[config.mk]
export PLATFORM = sky130hd
export DESIGN_NAME = tpsc_top
export DESIGN_NICKNAME = d
export VERILOG_FILES = /design/src/design/tpsc_pkg.sv /design/src/design/tpsc_top.sv /design/src/design/tpsc_color_map.sv
export SDC_FILE = /design/constraint.sdc
export NUM_CORES = 1
export LEC_CHECK = 0
export BUFFER_PORTS_ARGS = -buffer_cell sky130_fd_sc_hd__buf_2
export CAP_MARGIN = 20
export CORE_UTILIZATION = 55
export CTS_CLUSTER_DIAMETER = 80
export CTS_CLUSTER_SIZE = 40
export DETAILED_ROUTE_END_ITERATION = 10
export PLACE_DENSITY = 0.73
export SYNTH_ARGS = -nofsm -noshare
export SYNTH_HDL_FRONTEND = slang
export SYNTH_HIERARCHICAL = 1
export SYNTH_SLANG_ARGS = --single-unit
[constraint.sdc]
create_clock -name i_clk -period 6.94 [get_ports i_clk]
set_input_delay 0.694 -clock i_clk [delete_from_list [all_inputs] [get_ports i_clk]]
set_output_delay 0.694 -clock i_clk [all_outputs]
set_load 0.1 [all_outputs]
[src/design/tpsc_pkg.sv]
// Purpose: Shared constants and types for the test pattern select control.
// Assumes: 8-bit register port, one pixel clock, 24-bit colour output.
// Notes: Offsets are byte addresses on the register port.
package tpsc_pkg;

  localparam int unsigned ADDR_W = 8;
  localparam int unsigned DATA_W = 8;

  // Register offsets.
  localparam logic [7:0] ADDR_LOOP_CTL = 8'h63;
  localparam logic [7:0] ADDR_CONTROL = 8'h64;
  localparam logic [7:0] ADDR_CONFIG = 8'h65;
  localparam logic [7:0] ADDR_CUST_R = 8'h69;
  localparam logic [7:0] ADDR_CUST_G = 8'h6A;
  localparam logic [7:0] ADDR_CUST_B = 8'h6B;
  localparam logic [7:0] ADDR_FRAME_TIME = 8'h6C;
  localparam logic [7:0] ADDR_AUX = 8'h6D;
  localparam logic [7:0] ADDR_STATUS = 8'h6E;

  // Reset values.
  localparam logic [7:0] CONTROL_RST = 8'h10;
  localparam logic [7:0] FRAME_TIME_RST = 8'h01;
  localparam logic [7:0] ZERO_RST = 8'h00;

  // Field positions.
  localparam int unsigned SEL_MSB = 7;
  localparam int unsigned SEL_LSB = 4;
  localparam int unsigned COMPL_BIT = 3;
  localparam int unsigned BARS_BIT = 2;
  localparam int unsigned REV_BIT = 1;
  localparam int unsigned EN_BIT = 0;
  localparam int unsigned INV_BIT = 1;
  localparam int unsigned ASCRL_BIT = 0;
  localparam int unsigned LOOP_PWDN_BIT = 0;
  localparam int unsigned FOUR_BAND_BIT = 0;

  // Fixed-pattern selector codes.
  localparam logic [3:0] SEL_WHITE = 4'h1;
  localparam logic [3:0] SEL_BLACK = 4'h2;
  localparam logic [3:0] SEL_RED = 4'h3;
  localparam logic [3:0] SEL_GREEN = 4'h4;
  localparam logic [3:0] SEL_BLUE = 4'h5;
  localparam logic [3:0] SEL_HRAMP = 4'h6;
  localparam logic [3:0] SEL_VRAMP = 4'hA;
  localparam logic [3:0] SEL_CUSTOM = 4'hE;
  localparam logic [3:0] SEL_FIRST = 4'h1;
  localparam logic [3:0] SEL_LAST = 4'hE;

  // Ramp levels and colour bar count.
  localparam int unsigned LEVELS = 256;
  localparam int unsigned BARS = 8;

  typedef struct packed {
    logic [7:0] r;
    logic [7:0] g;
    logic [7:0] b;
  } tpsc_rgb_t;

  typedef struct packed {
    logic wr;
    logic rd;
    logic [ADDR_W-1:0] addr;
    logic [DATA_W-1:0] wdata;
  } tpsc_bus_req_t;

  localparam tpsc_rgb_t RGB_BLACK = 24'h000000;
  localparam tpsc_rgb_t RGB_WHITE = 24'hFFFFFF;
  localparam tpsc_rgb_t RGB_RED = 24'hFF0000;
  localparam tpsc_rgb_t RGB_GREEN = 24'h00FF00;
  localparam tpsc_rgb_t RGB_BLUE = 24'h0000FF;
  localparam tpsc_rgb_t RGB_CYAN = 24'h00FFFF;
  localparam tpsc_rgb_t RGB_MAGENTA = 24'hFF00FF;
  localparam tpsc_rgb_t RGB_YELLOW = 24'hFFFF00;

  // Pattern source, one-hot.
  typedef enum logic [4:0] {
    SRC_OFF = 5'h01,
    SRC_COMPL = 5'h02,
    SRC_BARS = 5'h04,
    SRC_BAND = 5'h08,
    SRC_FIXED = 5'h10
  } tpsc_src_t;

endpackage : tpsc_pkg

[src/design/tpsc_top.sv]
// What this block does
// - Bits 7-4 pick the fixed pattern; reset value one; 0 and 15 reserved.
// - Codes six to thirteen give horizontal or vertical ramps spread evenly.
// - Code fourteen gives the custom colour or its inverse.
// - Auto-scroll makes the fixed-pattern selector ignored.
// - Control bit 3 selects the compliance pattern over the selector.
// - Control bit 2 enables colour bars white to black in eight steps.
// - Control bit 1 swaps yellow and blue in the left half of the four bands.
// - Control bit 0 enables the generator; off after reset.
// - A configuration bit chooses normal or inverted colour of each pair.
// - Auto-scroll steps to the next pattern after a programmed frame count.
//
// Purpose: Selects and drives the internal video test pattern per pixel.
// Assumes: i_de and i_frame_start come from timing logic on i_clk.
// Notes: Source changes take effect two cycles after the register write; selector code and colour changes take one.
`timescale 1ns/1ns
`default_nettype none
module tpsc_top #(
  parameter int unsigned H_ACTIVE = 1920,
  parameter int unsigned V_ACTIVE = 1080
) (
  // Clock and reset
  input wire logic i_clk,
  input wire logic i_rstn,
  // Register port
  input wire tpsc_pkg::tpsc_bus_req_t i_bus,
  output logic [7:0] o_rdata,
  // Video timing
  input wire logic i_de,
  input wire logic i_frame_start,
  // Pixel output
  output tpsc_pkg::tpsc_rgb_t o_pix,
  output logic o_pix_valid,
  output logic o_gen_active,
  output logic o_loop_pwdn
);

  localparam int unsigned FW = $clog2((H_ACTIVE > V_ACTIVE ?
                                       H_ACTIVE : V_ACTIVE) + 1) + 1;
  localparam logic [FW-1:0] H_TOT = FW'(H_ACTIVE);
  localparam logic [FW-1:0] V_TOT = FW'(V_ACTIVE);
  localparam logic [FW-1:0] LVL_ADD = FW'(tpsc_pkg::LEVELS);
  localparam logic [FW-1:0] BAR_ADD = FW'(tpsc_pkg::BARS);
  localparam logic [FW-1:0] H_HALF = FW'(H_ACTIVE / 2);
  localparam logic [FW-1:0] V_HALF = FW'(V_ACTIVE / 2);
  if (H_ACTIVE < tpsc_pkg::LEVELS || V_ACTIVE < tpsc_pkg::LEVELS) begin
    $error("Active region must hold at least one pixel per level.");
  end
  // Spreads steps evenly: returns carry and the new remainder.
  function automatic logic [FW:0] frac_step(input logic [FW-1:0] frac,
                                            input logic [FW-1:0] add,
                                            input logic [FW-1:0] total);
    logic [FW:0] sum;
    sum = {1'b0, frac} + {1'b0, add};
    frac_step = (sum >= {1'b0, total}) ? {1'b1, FW'(sum - {1'b0, total})} :
                                         {1'b0, sum[FW-1:0]};
  endfunction : frac_step
  logic [7:0] ctl_ff, cfg_ff, loop_ff, aux_ff, ftime_ff;
  tpsc_pkg::tpsc_rgb_t custom_ff;
  logic [7:0] rdata_ff;
  logic [3:0] sel, eff_code, scroll_code_ff;
  logic [7:0] frame_cnt_ff;
  tpsc_pkg::tpsc_src_t src_ff, nxt_src;
  logic [FW-1:0] hfrac_ff, hbfrac_ff, vfrac_ff, hx_ff, vy_ff;
  logic [7:0] hlevel_ff, vlevel_ff;
  logic [2:0] hbar_ff;
  logic de_d_ff;
  logic [FW:0] h_lvl_nx, h_bar_nx, v_lvl_nx;
  tpsc_pkg::tpsc_rgb_t fixed_rgb, bar_rgb, band_rgb, compl_rgb, nxt_pix;
  tpsc_pkg::tpsc_rgb_t pix_ff;
  logic valid_ff;

  assign sel = ctl_ff[tpsc_pkg::SEL_MSB:tpsc_pkg::SEL_LSB];

  // Register writes.
  always_ff @(posedge i_clk or negedge i_rstn) begin
    if (!i_rstn) begin
      ctl_ff <= tpsc_pkg::CONTROL_RST;
      cfg_ff <= tpsc_pkg::ZERO_RST;
      loop_ff <= tpsc_pkg::ZERO_RST;
      aux_ff <= tpsc_pkg::ZERO_RST;
      ftime_ff <= tpsc_pkg::FRAME_TIME_RST;
      custom_ff <= tpsc_pkg::RGB_BLACK;
    end else if (i_bus.wr) begin
      case (i_bus.addr)
        tpsc_pkg::ADDR_CONTROL: ctl_ff <= i_bus.wdata;
        tpsc_pkg::ADDR_CONFIG: cfg_ff <= i_bus.wdata & 8'h03;
        tpsc_pkg::ADDR_LOOP_CTL: loop_ff <= i_bus.wdata & 8'h01;
        tpsc_pkg::ADDR_AUX: aux_ff <= i_bus.wdata & 8'h01;
        tpsc_pkg::ADDR_FRAME_TIME: ftime_ff <= i_bus.wdata;
        tpsc_pkg::ADDR_CUST_R: custom_ff.r <= i_bus.wdata;
        tpsc_pkg::ADDR_CUST_G: custom_ff.g <= i_bus.wdata;
        tpsc_pkg::ADDR_CUST_B: custom_ff.b <= i_bus.wdata;
        default: ;
      endcase
    end
  end
  // Register reads, data one cycle after the strobe; unmapped reads zero.
  always_ff @(posedge i_clk or negedge i_rstn) begin
    if (!i_rstn) begin
      rdata_ff <= 8'h00;
    end else if (i_bus.rd) begin
      case (i_bus.addr)
        tpsc_pkg::ADDR_CONTROL: rdata_ff <= ctl_ff;
        tpsc_pkg::ADDR_CONFIG: rdata_ff <= cfg_ff;
        tpsc_pkg::ADDR_LOOP_CTL: rdata_ff <= loop_ff;
        tpsc_pkg::ADDR_AUX: rdata_ff <= aux_ff;
        tpsc_pkg::ADDR_FRAME_TIME: rdata_ff <= ftime_ff;
        tpsc_pkg::ADDR_CUST_R: rdata_ff <= custom_ff.r;
        tpsc_pkg::ADDR_CUST_G: rdata_ff <= custom_ff.g;
        tpsc_pkg::ADDR_CUST_B: rdata_ff <= custom_ff.b;
        tpsc_pkg::ADDR_STATUS:
          rdata_ff <= {3'h0, src_ff == tpsc_pkg::SRC_FIXED, eff_code};
        default: rdata_ff <= 8'h00;
      endcase
    end else begin
      rdata_ff <= 8'h00;
    end
  end
  // Source selection in fixed priority order.
  always_comb begin
    if (!ctl_ff[tpsc_pkg::EN_BIT]) begin
      nxt_src = tpsc_pkg::SRC_OFF;
    end else if (ctl_ff[tpsc_pkg::COMPL_BIT]) begin
      nxt_src = tpsc_pkg::SRC_COMPL;
    end else if (ctl_ff[tpsc_pkg::BARS_BIT]) begin
      nxt_src = tpsc_pkg::SRC_BARS;
    end else if (aux_ff[tpsc_pkg::FOUR_BAND_BIT]) begin
      nxt_src = tpsc_pkg::SRC_BAND;
    end else begin
      nxt_src = tpsc_pkg::SRC_FIXED;
    end
  end
  always_ff @(posedge i_clk or negedge i_rstn) begin
    if (!i_rstn) begin
      src_ff <= tpsc_pkg::SRC_OFF;
    end else begin
      src_ff <= nxt_src;
    end
  end
  // Auto-scroll walks codes one to fourteen; a frame time of zero acts as one.
  always_ff @(posedge i_clk or negedge i_rstn) begin
    if (!i_rstn) begin
      scroll_code_ff <= tpsc_pkg::SEL_FIRST;
      frame_cnt_ff <= 8'h00;
    end else if (i_frame_start && cfg_ff[tpsc_pkg::ASCRL_BIT] &&
                 src_ff == tpsc_pkg::SRC_FIXED) begin
      if (frame_cnt_ff + 8'h01 >= ftime_ff) begin
        frame_cnt_ff <= 8'h00;
        scroll_code_ff <= (scroll_code_ff >= tpsc_pkg::SEL_LAST) ?
                          tpsc_pkg::SEL_FIRST : scroll_code_ff + 4'h1;
      end else begin
        frame_cnt_ff <= frame_cnt_ff + 8'h01;
      end
    end
  end

  assign eff_code = cfg_ff[tpsc_pkg::ASCRL_BIT] ? scroll_code_ff : sel;
  // Horizontal and vertical position, ramp levels and bar index.
  assign h_lvl_nx = frac_step(hfrac_ff, LVL_ADD, H_TOT);
  assign h_bar_nx = frac_step(hbfrac_ff, BAR_ADD, H_TOT);
  assign v_lvl_nx = frac_step(vfrac_ff, LVL_ADD, V_TOT);
  always_ff @(posedge i_clk or negedge i_rstn) begin
    if (!i_rstn) begin
      hfrac_ff <= '0;
      hbfrac_ff <= '0;
      hx_ff <= '0;
      hlevel_ff <= 8'h00;
      hbar_ff <= 3'h0;
    end else begin
      hfrac_ff <= i_de ? h_lvl_nx[FW-1:0] : '0;
      hbfrac_ff <= i_de ? h_bar_nx[FW-1:0] : '0;
      hx_ff <= i_de ? hx_ff + FW'(1) : '0;
      hlevel_ff <= i_de ? hlevel_ff + {7'h00, h_lvl_nx[FW]} : 8'h00;
      hbar_ff <= i_de ? hbar_ff + {2'h0, h_bar_nx[FW]} : 3'h0;
    end
  end

  always_ff @(posedge i_clk or negedge i_rstn) begin
    if (!i_rstn) begin
      de_d_ff <= 1'b0;
      vfrac_ff <= '0;
      vy_ff <= '0;
      vlevel_ff <= 8'h00;
    end else begin
      de_d_ff <= i_de;
      if (i_frame_start) begin
        vfrac_ff <= '0;
        vy_ff <= '0;
        vlevel_ff <= 8'h00;
      end else if (de_d_ff && !i_de) begin
        vfrac_ff <= v_lvl_nx[FW-1:0];
        vy_ff <= vy_ff + FW'(1);
        vlevel_ff <= vlevel_ff + {7'h00, v_lvl_nx[FW]};
      end
    end
  end

  tpsc_color_map u_color_map (
    .i_code(eff_code),
    .i_invert(cfg_ff[tpsc_pkg::INV_BIT]),
    .i_hlevel(hlevel_ff),
    .i_vlevel(vlevel_ff),
    .i_custom(custom_ff),
    .o_rgb(fixed_rgb)
  );

  // Bars, four bands and the compliance checkerboard.
  always_comb begin
    case (hbar_ff)
      3'h0: bar_rgb = tpsc_pkg::RGB_WHITE;
      3'h1: bar_rgb = tpsc_pkg::RGB_YELLOW;
      3'h2: bar_rgb = tpsc_pkg::RGB_CYAN;
      3'h3: bar_rgb = tpsc_pkg::RGB_GREEN;
      3'h4: bar_rgb = tpsc_pkg::RGB_MAGENTA;
      3'h5: bar_rgb = tpsc_pkg::RGB_RED;
      3'h6: bar_rgb = tpsc_pkg::RGB_BLUE;
      default: bar_rgb = tpsc_pkg::RGB_BLACK;
    endcase
    case ({vy_ff >= V_HALF, hx_ff >= H_HALF})
      2'b00: band_rgb = ctl_ff[tpsc_pkg::REV_BIT] ?
                        tpsc_pkg::RGB_BLUE : tpsc_pkg::RGB_YELLOW;
      2'b01: band_rgb = tpsc_pkg::RGB_CYAN;
      2'b10: band_rgb = ctl_ff[tpsc_pkg::REV_BIT] ?
                        tpsc_pkg::RGB_YELLOW : tpsc_pkg::RGB_BLUE;
      default: band_rgb = tpsc_pkg::RGB_RED;
    endcase
    compl_rgb = (hx_ff[0] ^ vy_ff[0]) ? tpsc_pkg::RGB_WHITE :
                                        tpsc_pkg::RGB_BLACK;
    case (src_ff)
      tpsc_pkg::SRC_COMPL: nxt_pix = compl_rgb;
      tpsc_pkg::SRC_BARS: nxt_pix = bar_rgb;
      tpsc_pkg::SRC_BAND: nxt_pix = band_rgb;
      tpsc_pkg::SRC_FIXED: nxt_pix = fixed_rgb;
      default: nxt_pix = tpsc_pkg::RGB_BLACK;
    endcase
  end

  // Output pixel; black and not valid while the generator is off.
  always_ff @(posedge i_clk or negedge i_rstn) begin
    if (!i_rstn) begin
      pix_ff <= tpsc_pkg::RGB_BLACK;
      valid_ff <= 1'b0;
    end else begin
      pix_ff <= (i_de && src_ff != tpsc_pkg::SRC_OFF) ? nxt_pix :
                tpsc_pkg::RGB_BLACK;
      valid_ff <= i_de && src_ff != tpsc_pkg::SRC_OFF;
    end
  end

  assign o_pix = pix_ff;
  assign o_pix_valid = valid_ff;
  assign o_rdata = rdata_ff;
  assign o_gen_active = (src_ff != tpsc_pkg::SRC_OFF);
  assign o_loop_pwdn = loop_ff[tpsc_pkg::LOOP_PWDN_BIT];
endmodule : tpsc_top
`default_nettype wire

[src/design/tpsc_color_map.sv]
// Purpose: Maps a fixed-pattern code and ramp levels to a pixel colour.
// Assumes: Levels are already spread across the active region.
// Notes: Purely combinational; the caller registers the result.
`timescale 1ns/1ns
`default_nettype none
module tpsc_color_map (
  // Selection
  input wire logic [3:0] i_code,
  input wire logic i_invert,
  // Ramp levels and custom colour
  input wire logic [7:0] i_hlevel,
  input wire logic [7:0] i_vlevel,
  input wire tpsc_pkg::tpsc_rgb_t i_custom,
  // Result
  output tpsc_pkg::tpsc_rgb_t o_rgb
);

  tpsc_pkg::tpsc_rgb_t base;
  logic [1:0] hue;
  logic [7:0] lvl;

  always_comb begin
    hue = 2'(i_code - tpsc_pkg::SEL_HRAMP);
    lvl = (i_code >= tpsc_pkg::SEL_VRAMP) ? i_vlevel : i_hlevel;
    base = tpsc_pkg::RGB_BLACK;
    case (i_code)
      tpsc_pkg::SEL_WHITE: base = tpsc_pkg::RGB_WHITE;
      tpsc_pkg::SEL_BLACK: base = tpsc_pkg::RGB_BLACK;
      tpsc_pkg::SEL_RED: base = tpsc_pkg::RGB_RED;
      tpsc_pkg::SEL_GREEN: base = tpsc_pkg::RGB_GREEN;
      tpsc_pkg::SEL_BLUE: base = tpsc_pkg::RGB_BLUE;
      tpsc_pkg::SEL_CUSTOM: base = i_custom;
      4'h6, 4'h7, 4'h8, 4'h9, 4'hA, 4'hB, 4'hC, 4'hD: begin
        // Hue order per group: white, red, green, blue.
        base.r = (hue == 2'h0 || hue == 2'h1) ? lvl : 8'h00;
        base.g = (hue == 2'h0 || hue == 2'h2) ? lvl : 8'h00;
        base.b = (hue == 2'h0 || hue == 2'h3) ? lvl : 8'h00;
      end
      default: base = tpsc_pkg::RGB_BLACK;
    endcase
    // Reserved codes stay black even when inverted.
    if (i_invert && i_code >= tpsc_pkg::SEL_FIRST &&
        i_code <= tpsc_pkg::SEL_LAST) begin
      o_rgb = ~base;
    end else begin
      o_rgb = base;
    end
  end

endmodule : tpsc_color_map
`default_nettype wire

==> summary by stage <==
CTS
For this design, the sink count on the clock tree is 161. Hold repair after CTS inserted 0 buffers. The root buffer cell is sky130_fd_sc_hd__clkbuf_16. The count of H-tree levels built during CTS is 4.

The maximum root-to-sink buffer count is 2. Clock-pin slew was measured on the worst setup and hold paths at 70 ps. The CTS tree is built. Once the clock tree was built, the resizer swapped 0 gates to a different size. The clock buffer count from CTS is 17. The clock insertion delay at the later pin of the skew report is approximately 440 ps. Post-CTS timing repair inserted 0 buffers for setup.

Synth
The primary flip-flop cell chosen by synthesis mapping is sky130_fd_sc_hd__dfrtp_1. The count of distinct cell types in the synthesized netlist is 75. The area fraction of the dominant cell type after synthesis is 43.7%. The sequential-to-total area share from yosys stat is about 45%. The average instance in the mapped netlist occupies 10.1 um^2. The synthesized design spends more area on one cell type than any other, namely sky130_fd_sc_hd__dfrtp_1.

Synthesis inferred 161 register bits. The count of yosys warnings during synthesis is 6. Ranked by total cell area, the synthesized netlist is headed by sky130_fd_sc_hd__dfrtp_1 44%, sky130_fd_sc_hd__xor2_1 5.7%, sky130_fd_sc_hd__mux2_2 5.3%. Counting flops with a built-in enable in the synthesized netlist gives 0. The total nets after synthesis is 948.

Of all flip-flops after synthesis, the portion carrying an async set or reset was 100%. The post-synthesis cell count is 893. The cell area that synthesis handed to floorplanning was 8980 um^2.

Floorplan
Measured along the x axis, the die boundary spans between 100 and 150 um. The count of pins on the block boundary is 57. The area of the die is between 15000 and 20000 um^2.

Once the floorplan was initialized, standard cells occupied 56.5% of the core. In this run the core area contains 46 standard-cell rows. In this run the vertical extent of the chip is 130 um. The standard cell core area is 15900 um^2.

Global routing
The via count of the first global-routing pass is 6428. The total global routing overflow is 0. The initial antenna violation count is 0. The largest net degree at the start of global routing is 84. The global-route wire length before repair is 32.6 mm. The total routing usage reported by global routing is 25.4%.

Critical path
The worst setup path is launched from a flop. The launch point of the critical path is cfg_ff[0]. In this run the critical register-to-register path is launched from cfg_ff[0]. The capture point of the critical path is o_pix[16]. At the worst endpoint, the required time is between 7000 and 8000 ps. Of all nets on the critical path, the largest fanout is 8. The element type at the critical path end is a flop. The category of the critical setup timing path is reg -> reg. The setup check on the worst reg-to-reg path leaves a slack of around 3900 ps. The number of cells on the worst reg-to-reg path is 8. In this run the critical register-to-register path is captured at o_pix[16].

The data arrival time of the critical path is 3350 ps.

STA
The final hold violation count is 0. The max-slew violation count was 0. The post-route clock skew is roughly 11 ps. Measured against its own limit, the worst slew margin works out to 26.8%.

Setup violations remaining at the end of the flow were counted as 0. Setup repair after global routing left no endpoint under its margin. The setup TNS is 0 ps. The worst path needs roughly 3000 ps of the cycle, external delays included. In the finished design, the share of the clock period the worst path needs comes to 43.3%. The setup slack after layout is around 3900 ps.

Derived from the worst setup path, the maximum achievable clock frequency is ~0.33 GHz. The measured slew at the worst slew-check pin is 1090 ps.

Routing
The post-route DRC violation count is 0. Using the TritonRoute via totals, the vias-per-cell ratio works out to ~5.9. The antenna violation net count after detailed routing is 0. The first-pass detailed-route iteration total is 5. Dividing the detail-routed wire length by the instance count gives 17.2 um. The total number of vias is 6842. The first routing iteration left 561 violations. The final layout contains routed wiring with a total length of 20.0 mm.

Final layout
The final layout contains 991 nets. Leaving out fill and tap cells, the most frequent cells in the layout are 157 x sky130_fd_sc_hd__dfrtp_1, 96 x sky130_fd_sc_hd__nand2_1, 79 x sky130_fd_sc_hd__nor2_1. Summing all flip-flop and latch instances after layout gives about 4000 um^2.

The total inserted antenna cells is 0. The area growth from synthesis to layout is 10.9%. Of the cells placed in the final design, the portion with a size suffix greater than 1 is a little under a fifth. Counting the fill cells in the layout gives about 1400. The most common cell after layout, fill and taps aside is sky130_fd_sc_hd__dfrtp_1. The multi-input combinational cells in the finished layout cover a total of 4650 um^2.

Place
The number of buffers added on ports is 56. Before CTS, the worst setup slack after placement is 3960 ps. Routability-driven placement finished with a final weighted congestion of 0.916. The detailed placement HPWL is roughly 14 mm.

Power
For this design the ratio of total power to cell area is 208 nW/um^2. The largest vdd supply drop is 0.000161 V. Summed over all cells, the static leakage comes to ~4.5 nW.

Min path
In this run the worst hold path is classified as in -> async.

Status
The flow ran to the end, and the final reports show no timing, DRC or antenna violations.

Job
The tool flagged a number of max-cap violations equal to 0.
metal layers:
metal	vias up	global-route usage [%]	share of wire (%)
met5	-	0	0
met4	0	9.99	2.3
met3	37	4.88	5.1
met2	203	41.7	49
met1	3342	33.1	44
li1	3260	-	-
final cells by class:
class,count,area share [%]
timing repair buffer,61,3.45
clock inverter,14,1.31
tap,216,2.71
clock buffer,18,4.41
multi-input combinational,668,46.6
sequential,161,40.5
inverter,27,1.02
Yosys cell counts, types with 8 or more instances:
master                     number
sky130_fd_sc_hd__dfrtp_1      157
sky130_fd_sc_hd__o21ai_0       44
sky130_fd_sc_hd__xnor2_1       24
sky130_fd_sc_hd__and3_1        11
sky130_fd_sc_hd__nor2b_1        9
sky130_fd_sc_hd__mux2_2        42
sky130_fd_sc_hd__a21oi_1       51
sky130_fd_sc_hd__mux2i_1       10
sky130_fd_sc_hd__nand2_1       96
sky130_fd_sc_hd__nor3_1        10
sky130_fd_sc_hd__inv_1         27
sky130_fd_sc_hd__nor2_1        79
sky130_fd_sc_hd__mux2_4         8
sky130_fd_sc_hd__nand3_1       28
sky130_fd_sc_hd__ha_1          33
sky130_fd_sc_hd__clkbuf_1      15
sky130_fd_sc_hd__xor2_1        58
sky130_fd_sc_hd__buf_2         10
sky130_fd_sc_hd__and2_1         9
sky130_fd_sc_hd__nand4_1       11
sky130_fd_sc_hd__a221oi_1      30
sky130_fd_sc_hd__or3_1         10
kinds of logic (layout without fill, tap and decap cells):
family	Yosys count	count (layout)	share of synthesized area (%)
AO/OA/AOI/OAI	184	184	14.1
buffers and inverters	64	120	3.40
XOR/XNOR	82	82	8.00
AND/OR/NAND/NOR	307	307	17.0
adder cells (fa/ha/maj)	33	33	4.60
flip-flops	161	161	44.9
multiplexers	62	62	8.00
sequential cells by signal, indices dropped and copies added, names as in the netlist, 2 cells and up:
signal          count
custom_ff          24
o_pix              24
hx_ff              12
vy_ff              12
hbfrac_ff           9
vfrac_ff            9
ctl_ff              8
frame_cnt_ff        8
ftime_ff            8
hlevel_ff           8
o_rdata             8
vlevel_ff           8
hfrac_ff            5
src_ff              5
scroll_code_ff      4
hbar_ff             3
cfg_ff              2
critical path: stages (launching register included):
cell and delay, ps:
sky130_fd_sc_hd__dfrtp_1 490, sky130_fd_sc_hd__mux2_2 460, sky130_fd_sc_hd__ha_1 290, sky130_fd_sc_hd__o31ai_4 540, sky130_fd_sc_hd__mux2_4 370, sky130_fd_sc_hd__a221oi_1 360, sky130_fd_sc_hd__xor2_1 200, sky130_fd_sc_hd__nand2_1 80
sky130_fd_sc_hd__a21oi_1 140
per-stage QoR:
stage	power [mW]	utilization [%]	hold WS [ps]	cells	cell area [um^2]
2_1_floorplan	1.11	-	398	893	8980
3_3_place_gp	1.17	59.0	482	1132	9370
3_5_place_dp	1.18	59.0	496	1132	9370
4_1_cts	2.09	62.6	308	1164	9940
5_1_grt	2.15	62.7	348	1165	9960
6_report	2.07	62.7	288	1165	9960
worst min path at each step:
stage,from,to,slack [ps]
final,i_rstn,frame_cnt_ff[4],290
after global routing,i_rstn,frame_cnt_ff[4],350
after CTS,i_rstn,frame_cnt_ff[4],310
after detailed placement,frame_cnt_ff[7],frame_cnt_ff[7],500
after global placement,frame_cnt_ff[7],frame_cnt_ff[7],480
after floorplan,i_rstn,aux_ff[0],400
power by group:
part | switching, mW | total [mW] | internal (mW) | leakage (nW)
Sequential | 0.0245 | 0.985 | 0.960 | 2.18
Combinational | 0.114 | 0.177 | 0.0627 | 2.10
Clock | 0.406 | 0.913 | 0.507 | 0.266
Note: power is estimated with default switching activity, not from simulation.
